`src/design/xse_defs.svh`:
```
// Constants for the extended stack instruction executor
`ifndef XSE_DEFS_SVH
`define XSE_DEFS_SVH
`define XSE_OPC_PUSH 8'hea
`define XSE_OPC_SUBP 8'he9
`define XSE_SEL_RET 2'h3
`define XSE_SEL_STACK 2'h2
`define XSE_PH_Q1 2'h0
`define XSE_PH_Q4 2'h3
`define XSE_PH_STEP 2'h1
`define XSE_PTR_RST 12'h000
`define XSE_DEC_ONE 12'h001
`define XSE_LIT_RST 8'h00
`define XSE_PC_RST 21'h000000
`define XSE_OPC_HI 15
`define XSE_OPC_LO 8
`define XSE_SEL_HI 7
`define XSE_SEL_LO 6
`define XSE_LIT_HI 7
`define XSE_LIT_LO 0
`endif

```
`src/design/xse_pkg.sv`:
```
// Types for the extended stack instruction executor
package xse_pkg;
	typedef enum logic [1:0] {OP_NONE, OP_PUSH, OP_SUBP, OP_SUBRET} xse_op_t;
	typedef enum logic {CYC_EXEC, CYC_NOP} xse_cyc_t;
endpackage

```
`src/design/xse_phase.sv`:
```
// Four-phase instruction cycle counter
`timescale 1ns/1ps
`include "xse_defs.svh"
module xse_phase (
	input wire logic ref_clk_i,
	input wire logic rst_b_i,
	output logic [1:0] phase_o
);
	logic [1:0] phase_r;
	logic [1:0] phase_nxt;

	always_comb begin
		phase_nxt = 2'(phase_r + `XSE_PH_STEP);
	end

	always_ff @(posedge ref_clk_i) begin
		if (!rst_b_i) begin
			phase_r <= `XSE_PH_Q1;
		end else begin
			phase_r <= phase_nxt;
		end
	end

	assign phase_o = phase_r;
endmodule // xse_phase

```
`src/design/xse_exec.sv`:
```
// Decode and execute of push-literal, pointer subtract and subtract-and-return
// How it works
// - Push-literal opcode writes its low-byte literal where the stack pointer points
// - Push-literal then decrements the stack pointer by one, one cycle, no flags
// - Selector 0 to 2 subtracts the 6-bit literal from that pointer, one cycle
// - Selector 3 means subtract-and-return, acting only on the stack pointer
// - Subtract-and-return subtracts from stack pointer, then loads PC from return stack top
// - Subtract-and-return takes two cycles; the second is a no-operation
// - Extended opcodes are decoded only while the extended set enable is one
`timescale 1ns/1ps
`include "xse_defs.svh"
module xse_exec #(
	parameter int ADDR_W = 12,
	parameter int LIT_W = 6,
	parameter int PC_W = 21
) (
	input wire logic ref_clk_i,
	input wire logic rst_b_i,
	input wire logic instr_valid_i,
	input wire logic [15:0] instr_word_i,
	input wire logic extended_set_enable_i,
	input wire logic [PC_W-1:0] return_stack_top_i,
	input wire logic ptr_wr_i,
	input wire logic [1:0] ptr_sel_i,
	input wire logic [ADDR_W-1:0] ptr_wdata_i,
	output logic [1:0] phase_o,
	output logic mem_wr_o,
	output logic [ADDR_W-1:0] mem_addr_o,
	output logic [7:0] mem_data_o,
	output logic pc_load_o,
	output logic [PC_W-1:0] pc_value_o,
	output logic nop_cycle_o,
	output logic [ADDR_W-1:0] ptr0_o,
	output logic [ADDR_W-1:0] ptr1_o,
	output logic [ADDR_W-1:0] software_stack_pointer_o
);
	logic [1:0] phase;
	xse_pkg::xse_op_t op_r, op_nxt;
	xse_pkg::xse_cyc_t cyc_r, cyc_nxt;
	logic [7:0] lit_r, lit_nxt;
	logic [1:0] sel_r, sel_nxt;
	logic [ADDR_W-1:0] ptr_r [3];
	logic [ADDR_W-1:0] ptr_nxt [3];
	logic mem_wr_r, mem_wr_nxt;
	logic [ADDR_W-1:0] mem_addr_r, mem_addr_nxt;
	logic [7:0] mem_data_r, mem_data_nxt;
	logic pc_load_r, pc_load_nxt;
	logic [PC_W-1:0] pc_value_r, pc_value_nxt;
	logic nop_r, nop_nxt;

	xse_phase u_phase (
		.ref_clk_i(ref_clk_i),
		.rst_b_i(rst_b_i),
		.phase_o(phase)
	);

	function automatic xse_pkg::xse_op_t decode_op(input logic vld, input logic [15:0] w,
			input logic en);
		decode_op = xse_pkg::OP_NONE;
		if (vld && en) begin
			if (w[`XSE_OPC_HI:`XSE_OPC_LO] == `XSE_OPC_PUSH) begin
				decode_op = xse_pkg::OP_PUSH;
			end else if (w[`XSE_OPC_HI:`XSE_OPC_LO] == `XSE_OPC_SUBP) begin
				if (w[`XSE_SEL_HI:`XSE_SEL_LO] == `XSE_SEL_RET) begin
					decode_op = xse_pkg::OP_SUBRET;
				end else begin
					decode_op = xse_pkg::OP_SUBP;
				end
			end
		end
	endfunction

	function automatic logic [ADDR_W-1:0] sub_ptr(input logic [ADDR_W-1:0] p,
			input logic [ADDR_W-1:0] amt);
		sub_ptr = ADDR_W'(p - amt);
	endfunction

	function automatic logic [ADDR_W-1:0] lit_amt(input logic [7:0] l);
		lit_amt = ADDR_W'(l[LIT_W-1:0]);
	endfunction

	always_comb begin
		op_nxt = op_r;
		cyc_nxt = cyc_r;
		lit_nxt = lit_r;
		sel_nxt = sel_r;
		ptr_nxt = ptr_r;
		mem_wr_nxt = 1'b0;
		mem_addr_nxt = mem_addr_r;
		mem_data_nxt = mem_data_r;
		pc_load_nxt = 1'b0;
		pc_value_nxt = pc_value_r;
		nop_nxt = nop_r;
		if (ptr_wr_i && ptr_sel_i != `XSE_SEL_RET) begin
			ptr_nxt[ptr_sel_i] = ptr_wdata_i;
		end
		if (phase == `XSE_PH_Q1) begin
			if (cyc_r == xse_pkg::CYC_EXEC) begin
				op_nxt = decode_op(instr_valid_i, instr_word_i, extended_set_enable_i);
				lit_nxt = instr_word_i[`XSE_LIT_HI:`XSE_LIT_LO];
				sel_nxt = instr_word_i[`XSE_SEL_HI:`XSE_SEL_LO];
			end else begin
				op_nxt = xse_pkg::OP_NONE;
			end
		end
		if (phase == `XSE_PH_Q4) begin
			unique case (op_r)
				xse_pkg::OP_PUSH: begin
					mem_wr_nxt = 1'b1;
					mem_addr_nxt = ptr_r[`XSE_SEL_STACK];
					mem_data_nxt = lit_r;
					ptr_nxt[`XSE_SEL_STACK] = sub_ptr(ptr_r[`XSE_SEL_STACK], `XSE_DEC_ONE);
				end
				xse_pkg::OP_SUBP: begin
					ptr_nxt[sel_r] = sub_ptr(ptr_r[sel_r], lit_amt(lit_r));
				end
				xse_pkg::OP_SUBRET: begin
					ptr_nxt[`XSE_SEL_STACK] = sub_ptr(ptr_r[`XSE_SEL_STACK], lit_amt(lit_r));
					pc_load_nxt = 1'b1;
					pc_value_nxt = return_stack_top_i;
					cyc_nxt = xse_pkg::CYC_NOP;
					nop_nxt = 1'b1;
				end
				xse_pkg::OP_NONE: begin
					if (cyc_r == xse_pkg::CYC_NOP) begin
						cyc_nxt = xse_pkg::CYC_EXEC;
						nop_nxt = 1'b0;
					end
				end
			endcase
		end
	end

	always_ff @(posedge ref_clk_i) begin
		if (!rst_b_i) begin
			op_r <= xse_pkg::OP_NONE;
			cyc_r <= xse_pkg::CYC_EXEC;
			lit_r <= `XSE_LIT_RST;
			sel_r <= `XSE_PH_Q1;
			ptr_r <= '{default: `XSE_PTR_RST};
			mem_wr_r <= 1'b0;
			mem_addr_r <= `XSE_PTR_RST;
			mem_data_r <= `XSE_LIT_RST;
			pc_load_r <= 1'b0;
			pc_value_r <= `XSE_PC_RST;
			nop_r <= 1'b0;
		end else begin
			op_r <= op_nxt;
			cyc_r <= cyc_nxt;
			lit_r <= lit_nxt;
			sel_r <= sel_nxt;
			ptr_r <= ptr_nxt;
			mem_wr_r <= mem_wr_nxt;
			mem_addr_r <= mem_addr_nxt;
			mem_data_r <= mem_data_nxt;
			pc_load_r <= pc_load_nxt;
			pc_value_r <= pc_value_nxt;
			nop_r <= nop_nxt;
		end
	end

	assign phase_o = phase;
	assign mem_wr_o = mem_wr_r;
	assign mem_addr_o = mem_addr_r;
	assign mem_data_o = mem_data_r;
	assign pc_load_o = pc_load_r;
	assign pc_value_o = pc_value_r;
	assign nop_cycle_o = nop_r;
	assign ptr0_o = ptr_r[0];
	assign ptr1_o = ptr_r[1];
	assign software_stack_pointer_o = ptr_r[`XSE_SEL_STACK];
endmodule // xse_exec

```
`config.mk`:
```
export PLATFORM = sky130hd
export DESIGN_NAME = xse_exec
export DESIGN_NICKNAME = d
export VERILOG_FILES = /design/src/design/xse_pkg.sv /design/src/design/xse_phase.sv /design/src/design/xse_exec.sv
export VERILOG_INCLUDE_DIRS = /design/src /design/src/design
export SDC_FILE = /design/constraint.sdc
export NUM_CORES = 1
export LEC_CHECK = 0
export ABC_AREA = 1
export BUFFER_PORTS_ARGS = -buffer_cell sky130_fd_sc_hd__buf_2
export CORE_UTILIZATION = 53
export CTS_CLUSTER_DIAMETER = 150
export DETAILED_ROUTE_END_ITERATION = 12
export GPL_ROUTABILITY_DRIVEN = 0
export GPL_TIMING_DRIVEN = 1
export PLACE_DENSITY = 0.8
export SLEW_MARGIN = 5
export SYNTH_ARGS = -nofsm -noshare
export SYNTH_HDL_FRONTEND = slang
export SYNTH_HIERARCHICAL = 1
export SYNTH_SLANG_ARGS = --single-unit
```
`constraint.sdc`:
```
create_clock -name ref_clk_i -period 3.11 [get_ports ref_clk_i]
set_input_delay 0.1555 -clock ref_clk_i [delete_from_list [all_inputs] [get_ports ref_clk_i]]
set_output_delay 0.1555 -clock ref_clk_i [all_outputs]
set_load 0.005 [all_outputs]
```
# [Yosys cells after proc, flatten, opt, wreduce, memory -nomap -nowiden]
# Index checks and enable logic that the tools add are counted.
[classes] addsub=4 magnitude_cmp=4 n_eq_ne=9 muxes=23 n_bitwise=3 reduce_logical=13
[op_table] operator="bitwise mux 36 bit" count=2
[op_table] operator="2-to-1 mux 36 bit" count=2
[op_table] operator="demux 12 bit (select 2 bit)" count=2
[op_table] operator="2-to-1 mux 12 bit" count=4
[op_table] operator="case mux 12 bit (3 select lines)" count=1
[op_table] operator="binary-select mux 12 bit (select 2 bit)" count=1
[op_table] operator="2-to-1 mux 24 bit" count=1
[op_table] operator="subtractor 12 x 6 -> 12 bit" count=2
[op_table] operator="equality test 8 bit (second input constant)" count=2
[op_table] operator="subtractor 12 x 1 -> 12 bit (second input constant)" count=1
[op_table] operator="AND reduction 2 bit" count=5
[op_table] operator="equality test 2 bit (second input constant)" count=4
[op_table] operator="2-to-1 mux 2 bit" count=4
[op_table] operator=">= comparator 3 bit (second input constant)" count=2
[op_table] operator="less-than comparator 3 x 1 -> 1 bit (second input constant)" count=2
[op_table] operator="inverter 2 -> 3 bit" count=2
[op_table] operator="logical AND 1 bit" count=4
[op_table] operator="logical NOT 2 bit" count=2
[op_table] operator="2-to-1 mux 1 bit" count=4
[op_table] operator="inequality test 2 bit (second input constant)" count=2
[op_table] operator="case mux 1 bit (2 select lines)" count=2
[op_table] operator="AND reduction 3 bit" count=1
[op_table] operator="adder 2 x 1 -> 2 bit (second input constant)" count=1
[op_table] operator="equality test 2 x 1 -> 1 bit (second input constant)" count=1
[op_table] operator="2 further kinds" count=2
[totals] reg_bits=95 inputBits=56 output_inout_bits=82 wordCells=70

# [Longest topological paths before layout]
[logic_depth] ltp_word=10 ltp_mapped=18 depth_no_buf=17

# [Cells and area by module]
# The synthesis kept the hierarchy.
[by_module_without_submodules] module="xse_exec" n_inst=1 cells_each=745 area_each_um2=5134.9 seq_area_each_um2=1821.7
[by_module_without_submodules] module="xse_phase" n_inst=1 cells_each=8 area_each_um2=62.6 seq_area_each_um2=40.0

# [Worst setup path after synthesis]
# OpenSTA, ideal clock, no wires.
[synth_path] path_type="register to register" start="register op_r[0]" end="register ptr_r, in the netlist software_stack_pointer_o[9]" setup_ns=0.109 arrival_time_ns=2.320 t_required_ns=3.001 path_slack_ns=0.681 stages_incl_launch_ff=16 path_buffers=2 period_less_slack_ns=2.429 path_cell_list="dfxtp_1 -> ha_1 -> clkbuf_1 -> buf_1 -> nand2_1 -> ha_1 -> a21oi_1 -> nand2_1 -> nand2_1 -> nand2_1 -> nor2_1 -> nand2_1 -> nand3_1 -> nand3_1 -> nand2_1 -> inv_1"
[synth_via] elab_chain_len=3 word_cells_on_any_way=5 cone_classes="3 x eq/ne; 2 x mux"
[synth_rtl] item="start, declared" line="xse_exec.sv:38" source="xse_pkg::xse_op_t op_r, op_nxt;"
[synth_rtl] item="start signal, assigned" line="xse_exec.sv:136" source="op_r <= xse_pkg::OP_NONE;"
[synth_rtl] item="start signal, assigned" line="xse_exec.sv:148" source="op_r <= op_nxt;"
[synth_rtl] item="equality test 2 bit or equality test 2 x 1 -> 1 bit (tied branches)" line="xse_exec.sv:107" source="unique case (op_r)"
[synth_rtl] item="case mux 12 bit (3 select lines) (*)" line="xse_exec.sv:107"
[synth_rtl] item="2-to-1 mux 36 bit (*)" line="xse_exec.sv:106" source="if (phase == `XSE_PH_Q4) begin"
[synth_rtl] item="end signal, assigned" line="xse_exec.sv:152" source="ptr_r <= ptr_nxt;"
[synth_rtl] item="end, declared" line="xse_exec.sv:42" source="logic [ADDR_W-1:0] ptr_r [3];"
# Every way passes the cells marked *; elsewhere a longest branch is shown, timed or not.
# A chain may end at the register's enable or synchronous reset.

==> metrics.csv <==
stage,metric,value,unit
pwr,net switching power,0.883,mW
pwr,switching share of power,33.9,%
sta,total negative setup slack,0,ps
cells_and_area,fill cell count,885,
sta,setup repair after global routing missed its margin,no,
global_routing,all-layer global routing usage,30.6,%
sta,headroom to the max-slew limit,40.3,%
floorplanning,Ports,138,
sta,Slew Limit Fails,0,
synthesis,yosys warns,6,
critical_path,kind of critical path,reg2reg,
sta,worst clock skew,12.1,ps
sta,peak clock frequency supported by timing,0.354,GHz
synthesis,number of distinct library cells after synthesis,39,
route,drc violations,0,
pwr,Clk network pwr share,30.8,%
clock_network,buffer levels on the longest clock path,2,
sta,worst slew pin tran,895,ps
route,post-detailed-route wirelength per cell,15.3,um
placement,count of port buffers added during placement,137,
placement,instance count after placement with tap cells included,990,
cells_and_area,proportion of layout cells with a drive suffix above 1,21.8,%
floorplanning,height of the chip,101,um
synthesis,nets in the synthesized netlist,827,
flow_run,max-cap violation count,0,
synthesis,netlist area before placement,5200,sq um
clock_network,CTS hold repair buffers,0,
clock_network,clock sink count,93,
sta,post-route clock period utilization,90.8,%
synthesis,number of standard cells after synthesis,753,
global_routing,largest net degree at the start of global routing,55,
floorplanning,die area,10200,sq um
route,drt total wl,15400,um
critical_path,worst path arrival time,3150,ps
clock_network,clock latency on the worst-skew pair,380,ps
global_routing,first-pass GRT wire length,24400,um
global_routing,final global-route overflow total,0,
pwr,part of the power in registers,48.6,%
global_routing,via count of the first global-routing pass,4970,
route,via/cell ratio,5.62,
placement,Detail Placement HPWL,11600,um
critical_path,"Req. time, crit path",3440,ps
clock_network,Root Buffer Master,clkbuf_8,
clock_network,htree depth,3,
cells_and_area,net count of the finished layout,946,
route,first-iteration detailed-routing DRC count,343,
route,iteration count of the initial detailed-routing pass,5,
cells_and_area,sequential cell area,1860,sq um
cells_and_area,"top library cells by usage in the layout, fill and taps aside","nand2_1 (181), buf_2 (137), nand3_1 (95)",
synthesis,fraction of post-synthesis cell area in the top cell type by area,35.8,%
critical_path,Worst setup SP type,flip-flop,
outcome,status,"complete, no violations",
critical_path,Max Fanout on Critical Path,9,
clock_network,clock transition time at the flip-flop clock pins of the worst setup and hold paths,110,ps
floorplanning,Initial Utilization,55.5,%
floorplanning,CORE AREA,9370,sq um
synthesis,Avg Inst Size Synth,6.90,sq um
sta,final hold violations,0,
critical_path,nature of the critical path endpoint,flip-flop,
cells_and_area,"most common cell after layout, fill and taps aside",nand2_1,
pwr,Static Leakage,2.93,nW
synthesis,proportion of synthesized chip area in sequential cells,35.8,%
clock_network,clock buffers created by TritonCTS,9,
pwr,internal power contribution,1.72,mW
floorplanning,Chip Width,101,um
sta,shortest clock period the worst path allows after layout,2820,ps
route,DRT antenna net count,0,
worst_hold_path,Hold Crit Class,in2reg,
global_routing,antenna violations before repair,0,
critical_path,setup slack of the worst register-to-register path,290,ps
floorplanning,FP Rows,35,
sta,final number of setup-violating endpoints,0,
synthesis,number of register bits inferred by synthesis,93,
cells_and_area,area occupied by multi-input gates,2830,sq um
pwr,Worst VDD drop,0.201,mV
route,detailed-route via count,5650,
synthesis,top area cells in the synthesized netlist,"dfxtp_1 (36%), nand2_1 (13%), nand3_1 (9.1%), a21oi_1 (8.5%), inv_1 (6.0%)",
pwr,relative contribution of combinational cells to total power,20.5,%
cells_and_area,synth-to-layout area growth,17.5,%
pwr,power per unit of standard cell area,426,nW/um^2
cells_and_area,final standard cell count with taps included and fillers excluded,1006,
synthesis,post-synth top area cell,dfxtp_1,
cells_and_area,n_diodes,0,
clock_network,TritonCTS clock tree,done,
## flip-flops by register name (all words and copies together) (netlist names)
name,flops
pc_load_o,1
software_stack_pointer_o,12
pc_value_o,21
op_r,2
mem_data_o,8
mem_wr_o,1
ptr0_o,12
cyc_r,1
nop_cycle_o,1
lit_r,8
mem_addr_o,12
u_phase/phase_o,2
ptr1_o,12
## metal layers
metal | vias to the layer above | share of wire [%] | track usage, % | routed length [um]
met4 | 0 | 1.6 | 10.4 | 240
met5 | - | 0 | 0 | 0
met1 | 2586 | 43 | 42.1 | 6670
met2 | 277 | 46 | 48.5 | 7090
li1 | 2757 | - | - | -
met3 | 30 | 9.2 | 5.06 | 1430
## power by group through the flow
stage          clock [mW]  sequential [mW]  combinational, mW
6_report            0.803             1.27              0.534
5_1_grt             0.851             1.27              0.592
4_1_cts             0.805             1.26              0.520
3_5_place_dp            0             1.29              0.515
3_3_place_gp            0             1.29              0.495
2_1_floorplan           0             1.27              0.377
## cells by family (layout without fill, tap and decap cells)
| family | Yosys count | after routing | synth area share (%) |
|---|---|---|---|
| AOI/OAI and AO/OA | 171 | 171 | 18.5 |
| buffers and inverters | 124 | 248 | 9.70 |
| adders and majority gates | 18 | 18 | 4.62 |
| DFF | 93 | 93 | 35.8 |
| xor gates and xnor gates | 5 | 5 | 0.987 |
| and+or+nand+nor | 342 | 342 | 30.4 |
## cell usage after synthesis, drive strengths merged
library cell / instances
a21oi: 88
a221oi: 4
a22o: 1
a22oi: 2
a31oi: 1
and2: 1
buf: 13
clkbuf: 21
clkinv: 1
dfxtp: 93
fa: 2
ha: 16
inv: 89
nand2: 188
nand3: 100
nand4: 12
nor2: 34
nor3: 6
nor4: 1
o211ai: 22
o21a: 2
o21ai: 47
o21bai: 3
o22ai: 1
xnor2: 2
xor2: 3
## what timing repair did
item | 4_1_cts | 5_1_grt
resized for setup | 0 | 3
endpoints found under the setup margin | 0 | 9
setup buffers | 0 | 0
## worst paths after layout
kind | from | end | cells after the start
max reg2reg | lit_r[6] | software_stack_pointer_o[6] | 15
min | return_stack_top_i[17] | pc_value_o[17] | 3
min reg2reg | pc_value_o[17] | pc_value_o[17] | 2
max | lit_r[6] | software_stack_pointer_o[6] | 15
## through the flow
stage	hold slack [ps]	cell area [sq um]	total power [mW]	setup WS, ps	util (%)
6_report	34.6	6110	2.60	287	65.2
5_1_grt	39.8	6110	2.71	14.9	65.2
4_1_cts	29.7	6100	2.59	91.7	65.1
3_5_place_dp	439	5920	1.81	154	63.1
3_3_place_gp	429	5920	1.78	328	63.1
2_1_floorplan	262	5200	1.65	681	-
## area by class of cell
type                       count  area share, %
clock buffer                   9           2.03
clock inverter                 7           1.06
inverter                      90           5.53
multi-input combinational    536           46.4
sequential                    93           30.5
tap                          129           2.64
timing repair buffer         142           11.8
## worst max-delay path, stage by stage (launching register included)
cell	delay, ps
dfxtp_2	460
inv_2	110
nand2_2	180
nor2_1	70
a221oi_1	250
ha_1	230
inv_1	70
fa_1	400
inv_1	90
nor3_1	60
nor2_2	210
xor2_1	330
nand2_1	100
o211ai_1	90
nand2_1	60
inv_1	50
Power figures use the tool's default switching activity.
